==> config.mk <==
export PLATFORM = sky130hd
export DESIGN_NAME = wcd_watchdog
export DESIGN_NICKNAME = d
export VERILOG_FILES = /design/src/wcd_pkg.sv /design/src/wcd_watchdog.sv /design/src/wcd_decode.sv
export SDC_FILE = /design/constraint.sdc
export NUM_CORES = 1
export LEC_CHECK = 0
export BUFFER_PORTS_ARGS = -buffer_cell sky130_fd_sc_hd__clkbuf_2
export CORE_ASPECT_RATIO = 1.2
export CORE_MARGIN = 3
export CORE_UTILIZATION = 58
export DETAILED_ROUTE_END_ITERATION = 10
export GPL_ROUTABILITY_DRIVEN = 0
export GPL_TIMING_DRIVEN = 0
export PLACE_DENSITY = 0.79
export SLEW_MARGIN = 20
export SYNTH_ARGS = -nofsm -noshare
export SYNTH_HDL_FRONTEND = slang
export SYNTH_SLANG_ARGS = --single-unit
==> constraint.sdc <==
create_clock -name clk_i -period 6.15 [get_ports clk_i]
set_input_delay 0.9225 -clock clk_i [delete_from_list [all_inputs] [get_ports clk_i]]
set_output_delay 0.9225 -clock clk_i [all_outputs]
set_load 0.02 [all_outputs]
==> src/wcd_pkg.sv <==
// Package for the watchdog configuration-word decoder and its timer.
// It assumes a single 125 MHz clock and a plain strobe-based register port.
package wcd_pkg;

    // ----------------------------------------------------------------
    // Configuration word field layout
    // ----------------------------------------------------------------
    localparam int unsigned CFG_W         = 32;
    localparam int unsigned WINSZ_HI      = 25;
    localparam int unsigned WINSZ_LO      = 24;
    localparam int unsigned STARTUP_EN    = 23;
    localparam int unsigned WIN_OFF_BIT   = 22;
    localparam int unsigned PS_HI         = 20;
    localparam int unsigned PS_LO         = 16;
    localparam int unsigned PS_W          = 5;
    localparam logic [4:0]  PS_MAX        = 5'h14;

    // Window-size codes, and the fraction of the period that stays closed, in eighths.
    localparam logic [1:0]  WIN_25        = 2'h3;
    localparam logic [1:0]  WIN_37        = 2'h2;
    localparam logic [1:0]  WIN_50        = 2'h1;
    localparam logic [1:0]  WIN_75        = 2'h0;
    localparam logic [3:0]  SHUT8_25      = 4'h6;
    localparam logic [3:0]  SHUT8_37      = 4'h5;
    localparam logic [3:0]  SHUT8_50      = 4'h4;
    localparam logic [3:0]  SHUT8_75      = 4'h2;
    localparam int unsigned EIGHTHS_SH    = 3;

    // ----------------------------------------------------------------
    // Timer sizing and base tick
    // ----------------------------------------------------------------
    localparam int unsigned CNT_W         = 21;
    localparam int unsigned CLK_PERIOD_NS = 8;
    localparam int unsigned TICK_NS       = 1000;
    localparam int unsigned TICK_CYC      = (TICK_NS + CLK_PERIOD_NS - 1) / CLK_PERIOD_NS;
    localparam logic [7:0]  TICK_LAST     = 8'(TICK_CYC - 1);

    // ----------------------------------------------------------------
    // Register map
    // ----------------------------------------------------------------
    localparam int unsigned ADDR_W        = 8;
    localparam logic [7:0]  OFS_CTRL      = 8'h00;
    localparam logic [7:0]  OFS_CLEAR     = 8'h04;
    localparam logic [7:0]  OFS_STATUS    = 8'h08;
    localparam logic [7:0]  OFS_COUNT     = 8'h0C;
    localparam logic [7:0]  OFS_CFG       = 8'h10;
    localparam int unsigned CTRL_SWEN     = 0;
    localparam int unsigned ST_RUN        = 0;
    localparam int unsigned ST_WIN        = 1;
    localparam int unsigned ST_LOCK       = 2;
    localparam int unsigned ST_TIMEOUT    = 3;
    localparam int unsigned ST_EARLY      = 4;

    // Start-up sequencing states.
    typedef enum logic [1:0] {
        WCD_LOAD = 2'b01,
        WCD_LIVE = 2'b10
    } wcd_phase_t;

endpackage

==> src/wcd_watchdog.sv <==
// Watchdog timer steered by the decoded configuration word, with a small register port.
// It assumes the configuration word is stable from reset release and software uses one-cycle strobes.
`timescale 1ns/100ps

// Contract
// RULE1 - Window-size bits 25-24: 11=25%, 10=37.5%, 01=50%, 00=75% of period.
// RULE2 - Bit 23 set: watchdog runs from start-up, software cannot stop it.
// RULE3 - Bit 23 clear: watchdog stopped after start-up, software may start it.
// RULE4 - Bit 22 set selects non-window mode; clear selects window mode.
// RULE5 - Postscale bits 20-16 divide by two to the code.
// RULE6 - Postscale codes above 10100 behave as 10100.
// RULE7 - Programmer writes ones into reserved bits 31-26 and bit 21.
// RULE8 - In window mode a clear before the open window causes a watchdog reset.
module wcd_watchdog (
    input  wire logic        clk_i,        // 125 MHz clock.
    input  wire logic        reset_i,      // Synchronous reset, active high.
    input  wire logic [31:0] cfg_word_i,   // Configuration word, stable.
    input  wire logic [7:0]  addr_i,       // Register byte address.
    input  wire logic [31:0] wdata_i,      // Write data.
    input  wire logic        wr_i,         // Write strobe.
    input  wire logic        rd_i,         // Read strobe.
    output logic      [31:0] rdata_o,      // Read data, cycle after rd_i.
    output logic             wdt_reset_o   // Watchdog reset pulse.
);

    // ----------------------------------------------------------------
    // Declarations
    // ----------------------------------------------------------------
    wcd_pkg::wcd_phase_t phase_q;
    logic [31:0]         cfg_q;
    logic                startup;
    logic                window_on;
    logic [3:0]          shut8;
    logic [4:0]          ps_code;
    logic [20:0]         ratio;
    logic [23:0]         open_at;
    logic                live;
    logic                sw_en_q;
    logic                running;
    logic [7:0]          tick_cnt_q;
    logic                tick;
    logic [20:0]         count_q;
    logic                clear_wr;
    logic                early;
    logic                timeout;
    logic                timeout_flag_q;
    logic                early_flag_q;
    logic                flag_wr;

    // ----------------------------------------------------------------
    // Configuration capture
    // ----------------------------------------------------------------
    // The word is caught one edge after reset release, never by the reset itself.
    always_ff @(posedge clk_i)
    begin
        if (reset_i)
        begin
            phase_q <= wcd_pkg::WCD_LOAD;
            cfg_q   <= 32'h00000000;
        end
        else
        begin
            case (phase_q)
                wcd_pkg::WCD_LOAD:
                begin
                    cfg_q   <= cfg_word_i; // RULE7
                    phase_q <= wcd_pkg::WCD_LIVE;
                end
                wcd_pkg::WCD_LIVE: phase_q <= wcd_pkg::WCD_LIVE;
                default:           phase_q <= wcd_pkg::WCD_LOAD;
            endcase
        end
    end

    assign live = (phase_q == wcd_pkg::WCD_LIVE);

    wcd_decode wcd_decode_inst (
        .cfg_i     (cfg_q),
        .startup_o (startup),
        .window_o  (window_on),
        .shut8_o   (shut8),
        .ps_code_o (ps_code),
        .ratio_o   (ratio)
    );

    // ----------------------------------------------------------------
    // Enable control
    // ----------------------------------------------------------------
    // Software enable is kept, but a start-up lock overrides any disable.
    always_ff @(posedge clk_i)
    begin
        if (reset_i)
        begin
            sw_en_q <= 1'b0;
        end
        else if (wr_i && addr_i == wcd_pkg::OFS_CTRL)
        begin
            sw_en_q <= wdata_i[wcd_pkg::CTRL_SWEN]; // RULE3
        end
    end

    assign running = live && (startup || sw_en_q); // RULE2 RULE3

    // ----------------------------------------------------------------
    // Base tick divider and period counter
    // ----------------------------------------------------------------
    // The divider free-runs only while the timer runs, so a fresh start gets a full first tick.
    always_ff @(posedge clk_i)
    begin
        if (reset_i || !running || tick)
        begin
            tick_cnt_q <= 8'h00;
        end
        else
        begin
            tick_cnt_q <= tick_cnt_q + 8'h01;
        end
    end

    assign tick     = running && (tick_cnt_q == wcd_pkg::TICK_LAST);
    assign clear_wr = wr_i && (addr_i == wcd_pkg::OFS_CLEAR) && running;
    // Closed span in ticks; for tiny ratios the fraction truncates, opening slightly early.
    assign open_at  = 24'((24'(ratio) * 24'(shut8)) >> wcd_pkg::EIGHTHS_SH);
    assign early    = clear_wr && window_on && (24'(count_q) < open_at); // RULE8 RULE4
    assign timeout  = tick && (count_q == ratio - 21'h000001); // RULE5

    // Any clear, timeout or stop restarts the period.
    always_ff @(posedge clk_i)
    begin
        if (reset_i || !running || clear_wr || timeout)
        begin
            count_q <= 21'h000000;
        end
        else if (tick)
        begin
            count_q <= count_q + 21'h000001;
        end
    end

    // Reset pulse is registered so it is glitch-free toward the reset controller.
    always_ff @(posedge clk_i)
    begin
        if (reset_i)
        begin
            wdt_reset_o <= 1'b0;
        end
        else
        begin
            wdt_reset_o <= timeout || early; // RULE8
        end
    end

    // ----------------------------------------------------------------
    // Sticky status flags
    // ----------------------------------------------------------------
    // Write one to clear; a new event in the same cycle wins over the clear.
    assign flag_wr = wr_i && (addr_i == wcd_pkg::OFS_STATUS);

    always_ff @(posedge clk_i)
    begin
        if (reset_i)
        begin
            timeout_flag_q <= 1'b0;
            early_flag_q   <= 1'b0;
        end
        else
        begin
            timeout_flag_q <= timeout ||
                              (timeout_flag_q && !(flag_wr && wdata_i[wcd_pkg::ST_TIMEOUT]));
            early_flag_q   <= early ||
                              (early_flag_q && !(flag_wr && wdata_i[wcd_pkg::ST_EARLY]));
        end
    end

    // ----------------------------------------------------------------
    // Read port
    // ----------------------------------------------------------------
    // Data stand only in the cycle after the strobe; unmapped addresses read zero.
    always_ff @(posedge clk_i)
    begin
        if (reset_i || !rd_i)
        begin
            rdata_o <= 32'h00000000;
        end
        else
        begin
            case (addr_i)
                wcd_pkg::OFS_CTRL:   rdata_o <= {31'h00000000, sw_en_q};
                wcd_pkg::OFS_STATUS: rdata_o <= {27'h0000000, early_flag_q, timeout_flag_q,
                                                 startup, window_on, running};
                wcd_pkg::OFS_COUNT:  rdata_o <= {11'h000, count_q};
                wcd_pkg::OFS_CFG:    rdata_o <= cfg_q;
                default:             rdata_o <= 32'h00000000;
            endcase
        end
    end
endmodule

==> src/wcd_decode.sv <==
// Combinational decode of the watchdog fields of the configuration word.
// It assumes the word is held stable by the caller after start-up.
`timescale 1ns/100ps

module wcd_decode (
    input  wire logic [31:0] cfg_i,       // Latched configuration word.
    output logic             startup_o,   // Watchdog forced on from start-up.
    output logic             window_o,    // Window mode selected.
    output logic [3:0]       shut8_o,     // Closed part of period, eighths.
    output logic [4:0]       ps_code_o,   // Effective postscale code.
    output logic [20:0]      ratio_o      // Ticks per watchdog period.
);

    // ----------------------------------------------------------------
    // Field decode
    // ----------------------------------------------------------------
    // The enable bit is direct; the mode bit is window disable, so it is inverted.
    assign startup_o = cfg_i[wcd_pkg::STARTUP_EN];   // RULE2 RULE3
    assign window_o  = ~cfg_i[wcd_pkg::WIN_OFF_BIT]; // RULE4

    // Window size: the open part is the last fraction, so the closed part is its complement.
    always_comb
    begin
        case (cfg_i[wcd_pkg::WINSZ_HI:wcd_pkg::WINSZ_LO]) // RULE1
            wcd_pkg::WIN_25: shut8_o = wcd_pkg::SHUT8_25;
            wcd_pkg::WIN_37: shut8_o = wcd_pkg::SHUT8_37;
            wcd_pkg::WIN_50: shut8_o = wcd_pkg::SHUT8_50;
            default:         shut8_o = wcd_pkg::SHUT8_75;
        endcase
    end

    // Unlisted postscale codes fold onto the largest one.
    always_comb
    begin
        if (cfg_i[wcd_pkg::PS_HI:wcd_pkg::PS_LO] > wcd_pkg::PS_MAX) // RULE6
        begin
            ps_code_o = wcd_pkg::PS_MAX;
        end
        else
        begin
            ps_code_o = cfg_i[wcd_pkg::PS_HI:wcd_pkg::PS_LO];
        end
    end

    // Division ratio is two to the code.
    assign ratio_o = 21'h000001 << ps_code_o; // RULE5

endmodule

==> out/qor.csv, run 1 <==
stage;metric;value;unit
global_routing;antenna_found_initial;0;
power;p_clk_share;24.9;%
cts;clock-sinks;99;
finish;nets;1073;
worst_setup_path;required;6360;ps
power;powerDensity;283;mW/mm^2
floorplanning;core-area;0.0118;mm^2
global_routing;track_usage;27.2;%
route;drc_errors;0;
flow_run;max_cap_viol_count;0;
synthesis;synth_flop_cell;dfxtp_1;
power;p_comb_share;42.1;%
global_routing;grt_pass1_vias;6041;
cts;clk_pin_slew;70;ps
floorplanning;die_area;0.0136;mm^2
worst_setup_path;crit_fanout;10;
cts;clockRootBuffer;clkbuf_16;
sta;fin_crit;5720;ps
finish;area_delta_synth_final;13.0;%
sta;fin_crit_sh;93.0;%
synthesis;syn-cell-area;0.00710;mm^2
finish;seq_area;0.00198;mm^2
power;max-vdd-ir-drop;0.000212;V
global_routing;grt_max_degree;18;
synthesis;synthDistinctLibCells;71;
power;p_leak;3.52;nW
global_routing;grt_first_pass_wirelength;29800;um
sta;final.setup.tns;0;ps
sta;fmax;175;MHz
route;drt.antenna.violating_nets;0;
cts;insertion_delay;340;ps
finish;num_antenna_cells;0;
floorplanning;dieWidth;107;um
hold_path;min_path_type;reg2reg;
synthesis;async_reset_ff_share;0;%
worst_setup_path;end_kind;flip-flop;
cts;clockBufferDepth;2;
cts;cts_tree;done;
route;drt_iter0_markers;490;
synthesis;yosys_warnings;0;
worst_setup_path;critPathKind;reg2reg;
sta;relSlewSlack;37.0;%
route;first_pass_iters;5;
sta;worstMarginPinSlew;938;ps
sta;slew_violations;0;
synthesis;synth.avg_cell_area;8.47;um^2
finish;drive_above_1_share;16.2;%
cts;cts_resized;0;
placement;place_hpwl;14200;um
floorplanning;start_util;60.2;%
finish;nFillCells;985;
floorplanning;rows;43;
route;vias;6308;
worst_setup_path;crit_arrival;5930;ps
synthesis;netlist_instances;838;
sta;rsz0062_at_grt;false;
power;seq_power_share;33.0;%
synthesis;synth_edf_count;0;
route;wl_per_cell;16.6;um
global_routing;grt_overflow;0;
sta;whs;461;ps
power;p_int;0.00140;W
cts;htreeDepth;3;
placement;portBuffers;79;
power;switching_share;38.2;%
synthesis;ys_ff_latch;99;
route;avgViaCountPerCell;5.79;
route;wl;18100;um
floorplanning;io_pins;109;
power;power.switching;0.000868;W
worst_setup_path;cp-start-kind;flip-flop;
floorplanning;fp.dieH;127;um
synthesis;syn_nets;983;
cts;numCtsBuffers;9;
sta;finalHoldViolCount;0;
cts;cts-hold-fix-buffers;0;
cts;postCtsSetupRepairBufs;0;
sta;clock_skew;3.11;ps
run_status;outcome;complete, no violations;
finish;multiInputGateArea;0.00467;mm^2
synthesis;seq_area_frac_synth;27.9;%
sta;setup_violations;0;
layout by cell type, fill, tap and decap left out, drive strengths merged, types with 26 or more instances in the layout:
master	instances
dfxtp	99
xor2	32
nand2	53
mux2i	35
nor3	41
clkbuf	122
a21oi	29
ha	49
nor2	85
nand3	28
or3	35
o21ai	26
inv	53
cells by family (layout without fill, tap and decap cells):
logic type | Yosys count | after routing | share of synthesized area [%]
fa+ha+maj | 69 | 69 | 14.3
mux | 35 | 35 | 4.94
simple gates | 338 | 338 | 26.1
flops | 99 | 99 | 27.9
xor+xnor | 56 | 56 | 7.32
other cells | 1 | 1 | 0.0528
compound gates | 134 | 134 | 12.7
buf+inv | 106 | 201 | 6.72
power by group through the flow:
stage	Combinational [W]	Clock (W)	Sequential, W
2_1_floorplan	0.000720	0	0.000746
5_1_grt	0.00105	0.000596	0.000756
3_3_place_gp	0.000921	0	0.000761
4_1_cts	0.000940	0.000571	0.000749
6_report	0.000956	0.000566	0.000749
3_5_place_dp	0.000934	0	0.000763
metrics by stage:
stage | total power (W) | cells | utilization, % | cell area (um^2) | worst slack (ps)
2_1_floorplan | 0.00147 | 838 | - | 7100 | 1070
3_3_place_gp | 0.00168 | 1074 | 65.3 | 7690 | 102
3_5_place_dp | 0.00170 | 1074 | 65.3 | 7690 | 120
4_1_cts | 0.00226 | 1090 | 67.8 | 7990 | 57.6
5_1_grt | 0.00240 | 1090 | 68.1 | 8020 | 62.8
6_report | 0.00227 | 1090 | 68.1 | 8020 | 431
sequential cells by signal (all words and copies together) (netlist names):
register and cells:
cfg_q 32, count_q 21, early_flag_q 1, phase_q 2, rdata_o 32, sw_en_q 1
tick_cnt_q 8, timeout_flag_q 1, wdt_reset_o 1
path summary, 6_finish.rpt:
path	cells after the start	end	slack [ps]	startpoint
max reg2reg	22	wdt_reset_o$_SDFF_PP0_	430	cfg_q[20]$_SDFFE_PP0N_
min	1	rdata_o[29]$_SDFF_PP0_	460	cfg_q[29]$_SDFFE_PP0N_
max	22	wdt_reset_o$_SDFF_PP0_	430	cfg_q[20]$_SDFFE_PP0N_
min reg2reg	1	rdata_o[29]$_SDFF_PP0_	460	cfg_q[29]$_SDFFE_PP0N_
cells in the mapped netlist (4+ instances only):
library cell  count  area share (%)
clkbuf_1         33             1.7
ha_1             49             8.6
mux2i_1          35             4.9
nor3_2           22             3.1
nand2b_1         17             1.5
buf_1             4            0.21
o21ai_0          23             1.6
and3_1           12             1.1
or3_1            35             3.1
nand4_1          18             1.6
a21oi_1          29             2.0
and2_1           13             1.1
nor3_1           19             1.3
nand3_1          28             2.0
dfxtp_1          99              28
fa_1             20             5.6
nor2b_1          10            0.88
a22oi_1          21             2.2
inv_1            51             2.7
or2_2             5            0.44
a21o_1           12             1.3
nand2_1          53             2.8
o21a_1            5            0.53
o2111ai_1         4            0.49
a31oi_1           6            0.53
xnor2_1          22             2.7
xor2_1           32             3.9
buf_2            10            0.71
nor2_1           84             4.4
layer usage:
metal	up-vias	wire (um)	track usage [%]
li1	3091	-	-
met1	2944	7640	34.6
met2	230	8810	47.1
met3	43	1010	3.08
met4	0	665	10.7
met5	-	0	0
area by class of cell:
type                            instances  share of cell area [%]
Multi-Input combinational cell        633                    58.2
Sequential cell                        99                    24.7
Timing Repair Buffer                   79                    4.93
Buffer                                 55                    3.56
Clock buffer                           10                    2.85
Tap cell                              157                    2.45
Inverter                               51                    2.39
Clock inverter                          6                   0.905
critical path, stage by stage, from the launching register on:
cell       delay, ps
dfxtp_1          310
buf_6            130
buf_2            180
buf_2            210
buf_2            220
or3_1            410
or3_1            360
fa_1             550
inv_1             70
fa_1             480
a211oi_2         280
o21ai_1          180
a31oi_2          270
nor2_1            90
o41ai_2          280
o21ai_0          180
xnor2_1          180
ha_1             290
nand2_1          100
nor3_2           230
o2111ai_1        170
o221ai_2         290
o21ai_1          110
No activity file was read; power rests on OpenSTA's default activity.
==> inputs of run 2 (changes only) <==
REMOVE_ABC_BUFFERS = 1   (was unset)
==> out/qor.csv, run 2 (synthesis results as in run 1) <==
stage;metric;value;unit;change
sta;finalHoldViolCount;0;;unchanged
cts;clockBufferDepth;2;;unchanged
cts;clockRootBuffer;clkbuf_16;;
finish;nets;1019;;-5.0%
hold_path;holdPathEnd;rdata_o[31]$_SDFF_PP0_;;
global_routing;grt_pass1_vias;5781;;-4.3%
global_routing;grt_max_degree;40;;+22
placement;portBuffers;79;;unchanged
worst_setup_path;reg2regPathDepth;18;;-18%
worst_setup_path;r2r-start;cfg_q[18]$_SDFFE_PP0N_;;
worst_setup_path;critPathKind;reg2reg;;
sta;fmax;175;MHz;about the same
global_routing;use_met1;32.0;%;-2.6 points
route;drt_iter0_markers;447;;-8.8%
global_routing;grt.busiest_layer;met2;;
power;seq_power_share;37.1;%;+4.1 points
finish;final_cell_area;0.00776;mm^2;-3.3%
power;p_int;0.00141;W;+0.26%
global_routing;antenna_found_initial;0;;unchanged
power;p_comb_share;37.0;%;-5.1 points
worst_setup_path;r2r_end;wdt_reset_o$_SDFF_PP0_;;
global_routing;track_usage;25.4;%;-1.8 points
cts;clk_pin_slew;70;ps;about the same
route;wl;17000;um;-6.3%
route;first_pass_iters;5;;unchanged
floorplanning;core-area;0.0118;mm^2;unchanged
worst_setup_path;worstSetupStartpoint;cfg_q[18]$_SDFFE_PP0N_;;
route;drt.antenna.violating_nets;0;;unchanged
power;power.switching;0.000818;W;-5.8%
power;p_leak;3.40;nW;-3.3%
flow_run;max_cap_viol_count;0;;unchanged
floorplanning;fp.dieH;127;um;unchanged
cts;insertion_delay;340;ps;about the same
finish;drive_above_1_share;15.5;%;-0.69 points
hold_path;min_path_type;reg2reg;;
hold_path;worstHoldPathCells;1;;unchanged
finish;num_antenna_cells;0;;unchanged
sta;relSlewSlack;24.6;%;-12 points
finish;mostFrequentLayoutCells;dfxtp_1, nor2_1, clkbuf_2, nand2_1, inv_1;;
worst_setup_path;required;6420;ps;+60 ps
route;drc_errors;0;;unchanged
global_routing;grt_first_pass_wirelength;28200;um;-5.4%
floorplanning;io_pins;109;;unchanged
worst_setup_path;cp-start-kind;flip-flop;;
floorplanning;rows;43;;unchanged
global_routing;grt_overflow;0;;unchanged
finish;largest_registers;cfg_q x32, rdata_o x32, count_q x21;;
cts;cts-hold-fix-buffers;0;;unchanged
finish;area_delta_synth_final;9.33;%;
sta;fin_crit_sh;93.0;%;about the same
global_routing;grt.met3_usage;3.39;%;+0.30 points
finish;postLayoutCoreUtil;65.8;%;-2.2 points
hold_path;hp-start;cfg_q[31]$_SDFFE_PP0N_;;
cts;numCtsBuffers;9;;unchanged
route;vias;6099;;-3.3%
cts;cts_tree;done;;
floorplanning;dieWidth;107;um;unchanged
sta;worstMarginPinSlew;1130;ps;+193 ps
route;avgViaCountPerCell;5.89;;+1.8%
power;powerDensity;287;mW/mm^2;+1.3%
sta;setup_violations;0;;unchanged
worst_setup_path;crit_arrival;5990;ps;+60 ps
placement;placed_area;0.00743;mm^2;-3.3%
cts;clock-sinks;99;;unchanged
worst_setup_path;reg2reg_slack;430;ps;about the same
worst_setup_path;end_kind;flip-flop;;
sta;slew_violations;0;;unchanged
power;power;0.00223;W;-2.0%
sta;rsz0062_at_grt;false;;
floorplanning;die_area;0.0136;mm^2;unchanged
placement;place_hpwl;12600;um;-12%
power;max-vdd-ir-drop;0.000187;V;-12%
power;p_clk_share;25.9;%;+1.0 points
sta;worst_slack;428;ps;-3.18 ps
finish;final_common_cell;dfxtp_1;;
sta;clock_skew;6.57;ps;+3.46 ps
worst_setup_path;crit_fanout;32;;+22
run_status;outcome;complete, no violations;;
cts;htreeDepth;3;;unchanged
power;switching_share;36.8;%;-1.5 points
global_routing;gr-usage-met2;44.3;%;-2.8 points
sta;fin_crit;5720;ps;+3.18 ps
floorplanning;start_util;60.2;%;unchanged
placement;place_ws;-100;ps;-220 ps
route;wl_per_cell;16.4;um;-1.3%
[run 2: changes by cell type in the layout (fill, tap and decap cells not counted), sizes merged]
cell / before / now
clkinvlp: 3 / 0
clkbuf: 122 / 90
clkinv: 0 / 1
buf: 22 / 1
[run 2: through the flow]
stage          hold slack (ps)  TNS (ps)  cells
4_1_cts                    456         0   1035
3_3_place_gp               433      -153   1019
6_report                   455         0   1035
2_1_floorplan              429         0    783
3_5_place_dp               440      -143   1020
5_1_grt                    477         0   1035
[run 2: what timing repair did]
item | CTS | global route
resized for setup | 2 | 3
buffers inserted | 0 | 0
pin swaps | 0 | 0
endpoints found under the setup margin | 2 | 2
[run 2: final cells by class]
| type | instances | area, um^2 |
|---|---|---|
| well taps | 157 | 196 |
| inverters | 51 | 191 |
| fillers | 998 | 4020 |
| multi-input cells | 633 | 4650 |
| flip-flops and latches | 99 | 1990 |
| repair buffers | 80 | 423 |
| clock buffers | 11 | 253 |
| clock inverters | 4 | 56.3 |
[run 2: how the worst max path moves through the flow]
stage / to / slack (ps) / cells past startpoint
detailed placement: wdt_reset_o$_SDFF_PP0_ / -100 / 18
finish: wdt_reset_o$_SDFF_PP0_ / 430 / 18
floorplan: wdt_reset_o$_SDFF_PP0_ / 1280 / 18
global placement: wdt_reset_o$_SDFF_PP0_ / -110 / 18
CTS: wdt_reset_o$_SDFF_PP0_ / 7 / 18
global route: wdt_reset_o$_SDFF_PP0_ / 30 / 18
[run 2: power groups by stage]
stage          clock (W)  sequential (W)  combinational [W]
5_1_grt         0.000600        0.000837           0.000908
4_1_cts         0.000578        0.000819           0.000820
2_1_floorplan          0        0.000792           0.000631
3_3_place_gp           0        0.000827           0.000793
6_report        0.000576        0.000825           0.000824
3_5_place_dp           0        0.000831           0.000814
[run 2: metal layers]
metal	share of wire, %	vias to the layer above
met1	42	2904
met3	5.1	36
li1	-	2977
met4	2.6	0
met5	0	-
met2	51	182
[run 2: worst max-delay path: stages, from the launching register on]
cell	delay, ps
dfxtp_2	520
or3_1	530
or3_1	360
fa_1	540
inv_1	70
fa_1	480
a211oi_1	330
o21ai_0	260
a31oi_1	330
nor2_1	110
o41ai_2	300
o21ai_0	180
xnor2_1	170
ha_1	180
a211oi_1	430
nand4_1	260
a21oi_1	180
o221ai_1	260
o21ai_1	160
